### src/sart_pkg.sv
package sart_pkg;

    // special-function-register map, all on register page F
    localparam logic [7:0] ADDR_TIMER_CONTROL = 8'h91;
    localparam logic [7:0] ADDR_RELOAD_LOW    = 8'h92;
    localparam logic [7:0] ADDR_RELOAD_HIGH   = 8'h93;
    localparam logic [7:0] ADDR_COUNT_LOW     = 8'h94;
    localparam logic [3:0] REG_PAGE           = 4'hf;

    // timer_control field positions
    localparam int BIT_HIGH_FLAG   = 7;
    localparam int BIT_LOW_FLAG    = 6;
    localparam int BIT_LOW_IRQ_EN  = 5;
    localparam int BIT_SPLIT       = 3;
    localparam int BIT_RUN         = 2;
    localparam int BIT_EXT_CLK     = 0;
    // writable bits; 4 and 1 read zero and ignore writes
    localparam logic [7:0] CONTROL_WRITE_MASK = 8'hed;

    // reset values
    localparam logic [7:0] RESET_CONTROL = 8'h00;
    localparam logic [7:0] RESET_BYTE    = 8'h00;

    // clock dividers: system clock cycles per tick, and external clock rising edges per tick
    localparam int SYS_DIV = 12;
    localparam int EXT_DIV = 8;

    // special-function-register access from the core
    typedef struct packed {
        logic       write;
        logic       read;
        logic [3:0] page;
        logic [7:0] addr;
        logic [7:0] wdata;
    } sart_sfr_req_t;

    // per-half clock selects from the clock configuration register
    typedef struct packed {
        logic high_half_clock_select;
        logic low_half_clock_select;
    } sart_clk_sel_t;

endpackage

### src/sart_tick_gen.sv
`timescale 1ns/1ps
// divided tick pulses: system clock / 12 and external clock / 8
module sart_tick_gen #(
    parameter int SYS_DIVIDE = sart_pkg::SYS_DIV,
    parameter int EXT_DIVIDE = sart_pkg::EXT_DIV
) (
    // clock and reset
    input  wire logic clock,
    input  wire logic reset_n,
    // external clock, already synchronous to the system clock
    input  wire logic ext_clock,
    // one-cycle tick pulses
    output logic      sys_tick,
    output logic      ext_tick
);
    localparam int SW = $clog2(SYS_DIVIDE);
    localparam int EW = $clog2(EXT_DIVIDE);

    // a divider below two could never drop its pulse, so refuse it at elaboration
    if (SYS_DIVIDE < 2 || EXT_DIVIDE < 2) begin : g_bad_divide
        $error("sart_tick_gen: dividers must be at least 2");
    end

    logic [SW-1:0] sys_cnt_reg;
    logic [EW-1:0] ext_cnt_reg;
    logic          ext_last_reg;
    logic          ext_rise;

    assign ext_rise = ext_clock && !ext_last_reg;

    // system divider: free-running, one pulse per SYS_DIVIDE cycles
    always_ff @(posedge clock) begin
        if (!reset_n) begin
            sys_cnt_reg <= '0;
            sys_tick    <= 1'b0;
        end else if (sys_cnt_reg == SW'(SYS_DIVIDE - 1)) begin
            sys_cnt_reg <= '0;
            sys_tick    <= 1'b1;
        end else begin
            sys_cnt_reg <= sys_cnt_reg + 1'b1;
            sys_tick    <= 1'b0;
        end
    end

    // external divider counts rising edges so the tick lands in this domain
    always_ff @(posedge clock) begin
        if (!reset_n) begin
            ext_last_reg <= 1'b0;
            ext_cnt_reg  <= '0;
            ext_tick     <= 1'b0;
        end else begin
            ext_last_reg <= ext_clock;
            ext_tick     <= 1'b0;
            if (ext_rise) begin
                if (ext_cnt_reg == EW'(EXT_DIVIDE - 1)) begin
                    ext_cnt_reg <= '0;
                    ext_tick    <= 1'b1;
                end else begin
                    ext_cnt_reg <= ext_cnt_reg + 1'b1;
                end
            end
        end
    end
endmodule

### src/sart_timer.sv
`timescale 1ns/1ps
// Functional notes
// the high overflow flag sets when the high byte wraps 0xFF to 0x00, i.e. a 0xFFFF wrap in 16-bit mode.
// with the timer interrupt enabled, a set high overflow flag requests the interrupt.
// the low overflow flag sets on every low byte wrap 0xFF to 0x00 in either mode.
// hardware never clears either flag; software clears them by writing.
// with bit 5 set and the timer interrupt enabled, each low byte overflow raises the interrupt.
// control bits 4 and 1 read as zero and ignore writes.
// bit 3 selects one 16-bit timer (0) or two 8-bit timers (1).
// bit 2 enables counting; in split mode it gates only the high half, the low half always runs.
// bit 0 picks system clock / 12 (0) or external clock / 8 synchronised (1).
// per-half clock selects can override that choice with the undivided system clock.
// reload low and high bytes are read-write at 0x92 and 0x93.
// the count low byte register at 0x94 shows the low count byte and is writable.
// control sits at 0x91 on page F and all these registers reset to zero.
// in 16-bit mode a full wrap loads the 16-bit reload value as the high flag sets.
// in split mode each half reloads from its own reload byte on overflow.
// a per-half select of 1 gives the system clock, 0 gives the external-select source.
// each enabled counter increments by one per tick of its selected source.
module sart_timer #(
    parameter int SYS_DIVIDE = sart_pkg::SYS_DIV,
    parameter int EXT_DIVIDE = sart_pkg::EXT_DIV
) (
    // clock and reset
    input  wire logic                  clock,
    input  wire logic                  reset_n,
    // special-function-register port
    input  wire sart_pkg::sart_sfr_req_t sfr_req,
    output logic [7:0]                 sfr_rdata,
    // clock configuration and external clock
    input  wire sart_pkg::sart_clk_sel_t clk_sel,
    input  wire logic                  ext_clock,
    // interrupt controller side
    input  wire logic                  timer_irq_enable,
    output logic                       timer_irq,
    // high byte of the count, for the neighbouring register
    output logic [7:0]                 count_high_byte
);
    // limitation: the high count byte is only mirrored out; its register
    // and write path live in the neighbouring block
    // register state
    logic [7:0] control_reg;
    logic [7:0] reload_low_byte_reg;
    logic [7:0] reload_high_byte_reg;
    logic [7:0] count_low_byte_reg;
    logic [7:0] count_high_reg;
    logic [7:0] control_next;
    // tick sources and per-half selection
    logic       sys_tick;
    logic       ext_tick;
    logic       div_tick;
    logic [1:0] half_sel;
    logic [1:0] half_tick;
    logic       low_tick;
    logic       high_tick;
    // run and wrap qualifiers
    logic       split;
    logic       low_run;
    logic       high_run;
    logic       low_wrap;
    logic       high_wrap;
    // decoded write strobes
    logic       wr_control;
    logic       wr_reload_low;
    logic       wr_reload_high;
    logic       wr_count_low;

    // a divider below two could never drop its pulse, so refuse it outright
    if (SYS_DIVIDE < 2 || EXT_DIVIDE < 2) begin : g_bad_divide
        $error("sart_timer: both tick dividers must be at least 2");
    end

    // decode one register of page F
    function automatic logic hit(input sart_pkg::sart_sfr_req_t r, input logic [7:0] a);
        return r.page == sart_pkg::REG_PAGE && r.addr == a;
    endfunction

    // the dividers run free, so the first tick after a mode change has no fixed phase
    sart_tick_gen #(
        .SYS_DIVIDE(SYS_DIVIDE),
        .EXT_DIVIDE(EXT_DIVIDE)
    ) sart_tick_gen_i (
        .clock    (clock),
        .reset_n  (reset_n),
        .ext_clock(ext_clock),
        .sys_tick (sys_tick),
        .ext_tick (ext_tick)
    );

    // write strobes, decoded once so every register block sees one name
    assign wr_control     = sfr_req.write && hit(sfr_req, sart_pkg::ADDR_TIMER_CONTROL);
    assign wr_reload_low  = sfr_req.write && hit(sfr_req, sart_pkg::ADDR_RELOAD_LOW);
    assign wr_reload_high = sfr_req.write && hit(sfr_req, sart_pkg::ADDR_RELOAD_HIGH);
    assign wr_count_low   = sfr_req.write && hit(sfr_req, sart_pkg::ADDR_COUNT_LOW);

    // clock source per half: undivided clock ticks every cycle
    assign div_tick  = control_reg[sart_pkg::BIT_EXT_CLK] ? ext_tick : sys_tick;
    assign half_sel  = {clk_sel.high_half_clock_select, clk_sel.low_half_clock_select};

    // index 0 is the low half, index 1 the high half; each override stands alone
    for (genvar h = 0; h < 2; h++) begin : g_half_src
        assign half_tick[h] = half_sel[h] ? 1'b1 : div_tick;
    end
    assign low_tick  = half_tick[0];
    assign high_tick = half_tick[1];

    // in 16-bit mode the whole counter uses the low half's source
    assign split    = control_reg[sart_pkg::BIT_SPLIT];
    assign low_run  = low_tick && (split || control_reg[sart_pkg::BIT_RUN]);
    assign high_run = split ? (high_tick && control_reg[sart_pkg::BIT_RUN])
                            : (low_run && count_low_byte_reg == 8'hff);
    assign low_wrap  = low_run && count_low_byte_reg == 8'hff;
    assign high_wrap = high_run && count_high_reg == 8'hff;

    // low counter byte; software write wins over a count in the same cycle
    // limitation: a write in a 16-bit wrap cycle still carries into the high byte
    always_ff @(posedge clock) begin
        if (!reset_n) begin
            count_low_byte_reg <= sart_pkg::RESET_BYTE;
        end else if (wr_count_low) begin
            count_low_byte_reg <= sfr_req.wdata;
        end else if (low_wrap && (split || high_wrap)) begin
            count_low_byte_reg <= reload_low_byte_reg;
        end else if (low_run) begin
            count_low_byte_reg <= count_low_byte_reg + 8'h01;
        end
    end

    // high counter byte; its register lies outside this block so it only counts
    // in 16-bit mode it steps on the low byte's wrap, never on its own tick
    always_ff @(posedge clock) begin
        if (!reset_n) begin
            count_high_reg <= sart_pkg::RESET_BYTE;
        end else if (high_wrap) begin
            count_high_reg <= reload_high_byte_reg;
        end else if (high_run) begin
            count_high_reg <= count_high_reg + 8'h01;
        end
    end

    // reload registers
    always_ff @(posedge clock) begin
        if (!reset_n) begin
            reload_low_byte_reg  <= sart_pkg::RESET_BYTE;
            reload_high_byte_reg <= sart_pkg::RESET_BYTE;
        end else begin
            if (wr_reload_low) begin
                reload_low_byte_reg <= sfr_req.wdata;
            end
            if (wr_reload_high) begin
                reload_high_byte_reg <= sfr_req.wdata;
            end
        end
    end

    // control: a software write applies first, then hardware sets flags on top
    // so an overflow in the clearing cycle is never lost
    always_comb begin
        control_next = control_reg;
        if (wr_control) begin
            control_next = sfr_req.wdata & sart_pkg::CONTROL_WRITE_MASK;
        end
        if (high_wrap) begin
            control_next[sart_pkg::BIT_HIGH_FLAG] = 1'b1;
        end
        if (low_wrap) begin
            control_next[sart_pkg::BIT_LOW_FLAG] = 1'b1;
        end
    end

    // control register; bits 4 and 1 stay zero because the mask never sets them
    always_ff @(posedge clock) begin
        if (!reset_n) begin
            control_reg <= sart_pkg::RESET_CONTROL;
        end else begin
            control_reg <= control_next;
        end
    end

    // interrupt request level follows the flags, registered
    // built from the next flag values so the request rises with the flag itself
    always_ff @(posedge clock) begin
        if (!reset_n) begin
            timer_irq <= 1'b0;
        end else begin
            timer_irq <= timer_irq_enable &&
                         (control_next[sart_pkg::BIT_HIGH_FLAG] ||
                          (control_next[sart_pkg::BIT_LOW_IRQ_EN] &&
                           control_next[sart_pkg::BIT_LOW_FLAG]));
        end
    end

    // registered read data; unmapped addresses read zero
    // reads have no side effects, so polling the flags never loses one
    always_ff @(posedge clock) begin
        if (!reset_n) begin
            sfr_rdata <= 8'h00;
        end else if (!sfr_req.read) begin
            sfr_rdata <= 8'h00;
        end else if (hit(sfr_req, sart_pkg::ADDR_TIMER_CONTROL)) begin
            sfr_rdata <= control_reg;
        end else if (hit(sfr_req, sart_pkg::ADDR_RELOAD_LOW)) begin
            sfr_rdata <= reload_low_byte_reg;
        end else if (hit(sfr_req, sart_pkg::ADDR_RELOAD_HIGH)) begin
            sfr_rdata <= reload_high_byte_reg;
        end else if (hit(sfr_req, sart_pkg::ADDR_COUNT_LOW)) begin
            sfr_rdata <= count_low_byte_reg;
        end else begin
            sfr_rdata <= 8'h00;
        end
    end

    // high count is a flip-flop output already
    // it takes the counter's next value, so both agree at every edge
    always_ff @(posedge clock) begin
        if (!reset_n) begin
            count_high_byte <= 8'h00;
        end else begin
            count_high_byte <= high_wrap ? reload_high_byte_reg
                             : high_run ? count_high_reg + 8'h01 : count_high_reg;
        end
    end
endmodule

### config.mk
export PLATFORM = sky130hd
export DESIGN_NAME = sart_timer
export DESIGN_NICKNAME = d
export VERILOG_FILES = /design/src/sart_pkg.sv /design/src/sart_tick_gen.sv /design/src/sart_timer.sv
export SDC_FILE = /design/constraint.sdc
export NUM_CORES = 1
export LEC_CHECK = 0
export BUFFER_PORTS_ARGS = -buffer_cell sky130_fd_sc_hd__buf_2
export CORE_ASPECT_RATIO = 1.4
export CORE_MARGIN = 3
export CORE_UTILIZATION = 40
export DETAILED_ROUTE_END_ITERATION = 10
export GPL_ROUTABILITY_DRIVEN = 0
export PLACE_DENSITY_LB_ADDON = 0.25
export SLEW_MARGIN = 20
export SYNTH_ARGS = -nofsm -noshare
export SYNTH_HDL_FRONTEND = slang
export SYNTH_HIERARCHICAL = 1
export SYNTH_SLANG_ARGS = --single-unit
### constraint.sdc
create_clock -name clock -period 1.9 [get_ports clock]
set_input_delay 0.19 -clock clock [delete_from_list [all_inputs] [get_ports clock]]
set_output_delay 0.19 -clock clock [all_outputs]
set_load 0.02 [all_outputs]
==> metrics, run 1 <==
max-cap viol count=0; drt via density=5.44; CTS root buf=clkbuf_8; R2R cell count=6; n_diodes=0; setup TNS=0 ns; Syn Nets=358; first-pass GRT wire length=12.6 mm; share of the synthesized area in the top cell type=0.402; vias in the first global route=2527; RSZ-0062 raised after global routing=false; final hold violation count=0; clock latency on the worst-skew pair=0.33 ns; Setup violations, final=0; Max Slew Vio Count=0; worst-path cell chain=mux2_2, o211ai_1, o31ai_4, buf_12, and4_1, a211oi_1; Total Power=2560 uW; Worst-path clk slew=0.07 ns; H-tree depth=3; CP peak stage delay=0.38 ns; Max FO, Critical Path=14; Worst path slowest cell=mux2_2; asr flop ratio synth=0; pin count of the biggest net entering global routing=27; grt ovf=0; EDFF count, synth=0; layout net count=437; DIE HEIGHT=between 100 and 150 um; Final ANT Viol Nets=0; number of DRC markers in iteration 0=223; hold endpoint=timer_irq; Initial Util=0.421; R2R Setup Slk=roughly 0.12 ns; YS warnings=6; die area=8160 um^2; core region area=6740 um^2; Final Cell Area=3630 um^2; initial antenna violation count=0; Gate Count Post-Synth=324; clock buffer count from CTS=9; Rel. slew slack=0.624; worst hold path class=primary input to register; status=finished, final reports clean; die width=77.2 um; Period minus WS final=roughly 1.8 ns; routed vias=2718; hold_ws=0.0717 ns; CTS sink cnt=57; pwr dens=706 nW/um^2; Setup CP Type=register to register; fill count=664; hold path start=timer_irq_enable; FP Rows=35; drt wl/cell=15.8 um; Crit path max-delay family=compound AO/OA/AOI/OAI gates; Syn Area/Cell=8.77 um^2; Final Cycle Share=0.938; Static Leak=0.00142 uW; reg-to-reg endpoint=count_high_reg[6]; Slew @ Worst Pin=0.565 ns; WHS Path Cells=3; flops & latches, synth=between 50 and 60; post-synth cell types=between 50 and 60; crit path DAT=2.03 ns; most area-consuming cells after synthesis=dfxtp_1, mux2i_1, a21oi_1; Tot GR Track Use=0.197; Post-synth top flop=dfxtp_1; CTS tree=done; Data required, critical path=2.15 ns; most numerous cell in the Yosys netlist=dfxtp_1; Max VDD drop=0.000543 V; Setup crit end kind=register; final wirelength=about 8 mm; Post-DP HPWL=5.97 mm; Top-Level Pins=45; Max Clock Freq=561 MHz; placed cell areas=~3400 um^2; share of layout cells above drive strength 1=0.270; CTS max path bufs=2; Post-synth top cells=dfxtp_1, a21oi_1, nand2_1, o21ai_0, nor2_1; sequential fraction of the synthesis area=0.402; Buf+Inv Stages, Crit Path=1; Syn Std Cell Area=2840 um^2; DRT Pass-1 Iters=4; crit path launch type=register; Area Growth Syn to Fin=28.0%; Port Buffers=44; DRC violations left=0; RR Startpoint=control_reg[0]; Synth area leader=dfxtp_1; Clock Skew=between 0.01 and 0.015 ns
[logic make-up (layout without fill, tap and decap cells)]
logic type | count (synthesis) | in the layout | synth area share
buf+inv | 21 | 105 | 0.0326
xor+xnor | 3 | 3 | 0.00925
fa+ha+maj | 6 | 6 | 0.0264
mux | 19 | 19 | 0.0674
simple gates | 120 | 120 | 0.244
flops | 57 | 57 | 0.402
compound gates | 98 | 98 | 0.218
[routing by layer]
| metal | up-vias | GRT usage | part of all wire |
|---|---|---|---|
| met5 | - | 0 | 0 |
| met4 | 0 | 0.0903 | 0.030 |
| met3 | 16 | 0.0470 | 0.044 |
| met2 | 71 | 0.334 | 0.50 |
| met1 | 1279 | 0.233 | 0.42 |
| li1 | 1352 | - | - |
[placed cells by master (no fill, tap or decap), drive strengths merged, types with 3 or more instances in the layout]
master,synthesis,layout
nand2b,4,4
nand3,14,14
mux2i,18,18
nand2,26,26
buf,5,82
o31ai,4,4
o21ai,26,26
dfxtp,57,57
nor3,4,4
nor4,4,4
nand4bb,3,3
nor2,26,26
nor3b,3,3
a211oi,3,3
o2bb2ai,7,7
and3b,3,3
a21oi,33,33
and4,5,5
and3,5,5
clkbuf,9,11
and2,5,5
nor2b,9,9
ha,6,6
inv,6,6
a31oi,4,4
[worst min-delay path: stages]
cell and delay, ns:
buf_2 0.10, nand2_1 0.05, a31oi_1 0.03
[area by class of cell]
class | instances | area, um^2 | share of cell area
clock buffers | 11 | 131 | 0.0361
clock inverters | 5 | 80.1 | 0.0220
inverters | 7 | 26.3 | 0.00723
multi-input cells | 246 | 1620 | 0.446
flip-flops and latches | 57 | 1140 | 0.315
well taps | 92 | 115 | 0.0317
repair buffers | 82 | 518 | 0.143
[through the flow]
| step | cells | utilization | setup slack (ns) |
|---|---|---|---|
| after global placement | 481 | 0.501 | 0.0355 |
| after global routing | 500 | 0.539 | 0.0336 |
| final | 500 | 0.539 | 0.117 |
| after detailed placement | 481 | 0.501 | -0.0350 |
| after floorplan | 324 | - | 0.0143 |
| after CTS | 497 | 0.532 | 0.0132 |
[timing repair]
action	4_1_cts	5_1_grt
gates resized for setup	0	2
setup endpoints to repair	0	8
buffers inserted	0	3
hold buffers	0	0
hold endpoints to repair	0	0
[power by group]
| part | switching [uW] | internal (uW) | total, uW | leakage [uW] |
|---|---|---|---|---|
| Sequential | 7.06 | 1200 | 1210 | 0.000461 |
| Clock | 487 | 737 | 1220 | 0.0000995 |
| Combinational | 73.3 | 55.9 | 129 | 0.000855 |
[how the worst max path moves through the flow]
| stage | startpoint | end | slack, ns | cells after the start |
|---|---|---|---|---|
| finish | control_reg[0] | count_high_reg[6] | 0.12 | 6 |
| global route | control_reg[0] | timer_irq | 0.03 | 6 |
| CTS | control_reg[0] | count_high_reg[1] | 0.01 | 6 |
| detailed placement | sfr_req[11] | reload_high_byte_reg[4] | -0.03 | 7 |
| global placement | sfr_req[14] | reload_low_byte_reg[5] | 0.04 | 7 |
| floorplan | count_high_reg[0] | count_low_byte_reg[0] | 0.01 | 7 |
Note: power is estimated with default switching activity, not from simulation.
==> run 2, diff against run 1 <==
BUFFER_PORTS_ARGS = unset   (was -buffer_cell sky130_fd_sc_hd__buf_2)
CORE_UTILIZATION = 57   (was 40)
DONT_BUFFER_PORTS = 1   (was unset)
==> metrics, run 2 (synthesis gave the netlist of run 1 again) <==
crit path DAT=2.06 ns; placed cell areas=just over 3000 um^2; number of DRC markers in iteration 0=158; CTS root buf=clkbuf_8; Area Growth Syn to Fin=21.0%; final hold violation count=0; Post-DP HPWL=5.40 mm; Clock Skew=between 0.005 and 0.006 ns; vias in the first global route=around 2500; Period minus WS final=1.80 ns; hold_ws=0.00933 ns; Max VDD drop=0.000541 V; drt wl/cell=around 18 um; worst hold path class=primary input to register; FP Rows=29; Final Cell Area=3440 um^2; DRC violations left=0; drt via density=roughly 6; Setup CP Type=register to register; DIE HEIGHT=89.5 um; Setup violations, final=0; die area=roughly 5900 um^2; status=finished, final reports clean; core region area=4680 um^2; Static Leak=about 0.0012 uW; Data required, critical path=2.16 ns; clock buffer count from CTS=9; sequential share of power=0.521; final wirelength=7.68 mm; routed vias=~2700; worst-path cell chain=mux2_2, o211ai_1, o31ai_4, buf_12, and4_1, a211oi_2; pwr dens=677 nW/um^2; max-cap viol count=0; layout net count=400; crit path launch type=register; final non-filler cell total=432; n_diodes=0; Port Buffers=0; DRT Pass-1 Iters=5; first-pass GRT wire length=12.1 mm; Initial Util=0.607; Max FO, Critical Path=17; Setup crit end kind=register; P_sw=about 510 uW; Sw Share=0.217; Worst path slowest cell=mux2_2; H-tree depth=3; Tot GR Track Use=0.279; CTS tree=done; CP peak stage delay=0.37 ns; Max Clock Freq=556 MHz; Final ANT Viol Nets=0; Max Slew Vio Count=0; Slew @ Worst Pin=0.584 ns; DP Cell Count=405; Final Cycle Share=0.946; pin count of the biggest net entering global routing=27; Top-Level Pins=45; initial antenna violation count=0; Rel. slew slack=0.611; clock latency on the worst-skew pair=between 0.3 and 0.4 ns; commonest non-fill, non-tap cell in the layout=dfxtp_1; Worst-path clk slew=0.06 ns; grt ovf=0; clock share of power=0.436; die width=65.7 um; CTS max path bufs=2; commonest non-fill, non-tap cells in the layout=dfxtp_1, a21oi_1, buf_4; combinational power share=0.043; CTS sink cnt=57; share of layout cells above drive strength 1=0.176; setup TNS=0 ns; cell-internal power=roughly 1800 uW; Total Power=2330 uW
-- run 2: cell count changes in the layout (fill, tap and decap cells not counted), moves of 2 or more --
cell | previous run | this run
buf_4 | 37 | 32
dlygate4sd3_1 | 0 | 11
buf_2 | 44 | 0
bufinv_16 | 2 | 0
clkbuf_1 | 2 | 0
clkinvlp_4 | 2 | 0
clkbuf_8 | 9 | 12
clkinv_2 | 1 | 3
-- run 2: through the flow --
stage | util | setup WS [ns]
floorplan | - | 0.0143
global placement | 0.666 | 0.126
detailed placement | 0.666 | 0.0289
CTS | 0.726 | 0.00867
global route | 0.734 | -0.00976
finish | 0.734 | 0.102
-- run 2: repair_timing --
action,CTS,global route
setup endpoints to repair,0,9
endpoints found under the hold margin,28,1
hold buffers,10,1
gates resized for setup,0,3
setup buffers,0,1
-- run 2: power by group through the flow --
stage	Clock (uW)	Combinational (uW)	Sequential [uW]
floorplan	0	61.6	1240
global placement	0	68.3	1240
detailed placement	0	70.8	1240
CTS	1030	96.5	1210
global route	1090	107	1210
finish	1010	99.6	1210
-- run 2: layout make-up --
class	instances	area, um^2
clock buffers	12	165
well taps	62	77.6
flip-flops and latches	57	1140
repair buffers	45	390
fillers	345	1240
clock inverters	3	15.0
inverters	7	26.3
multi-input cells	246	1620
-- run 2: worst paths after layout --
kind	start	endpoint	slack [ns]	cells past startpoint
min reg2reg	control_reg[6]	sfr_rdata[6]	0.46	1
min	reset_n	count_high_reg[3]	0.009	2
max reg2reg	control_reg[0]	count_high_reg[6]	0.10	6
max	control_reg[0]	count_high_reg[6]	0.10	6
-- run 2: worst max-delay path, delay by kind of cell, from the launching register on --
kind            cells  cell delay (ns)
flops               1             0.35
mux                 1             0.37
simple gates        1             0.20
compound gates      3             0.62
buf+inv             1             0.17
-- run 2: layer usage --
layer / part of all wire / vias to the layer above / global-route usage
met3: 0.067 / 24 / 0.0679
met4: 0.040 / 0 / 0.168
met2: 0.51 / 136 / 0.481
met1: 0.39 / 1214 / 0.308
met5: 0 / - / 0
li1: - / 1284 / -
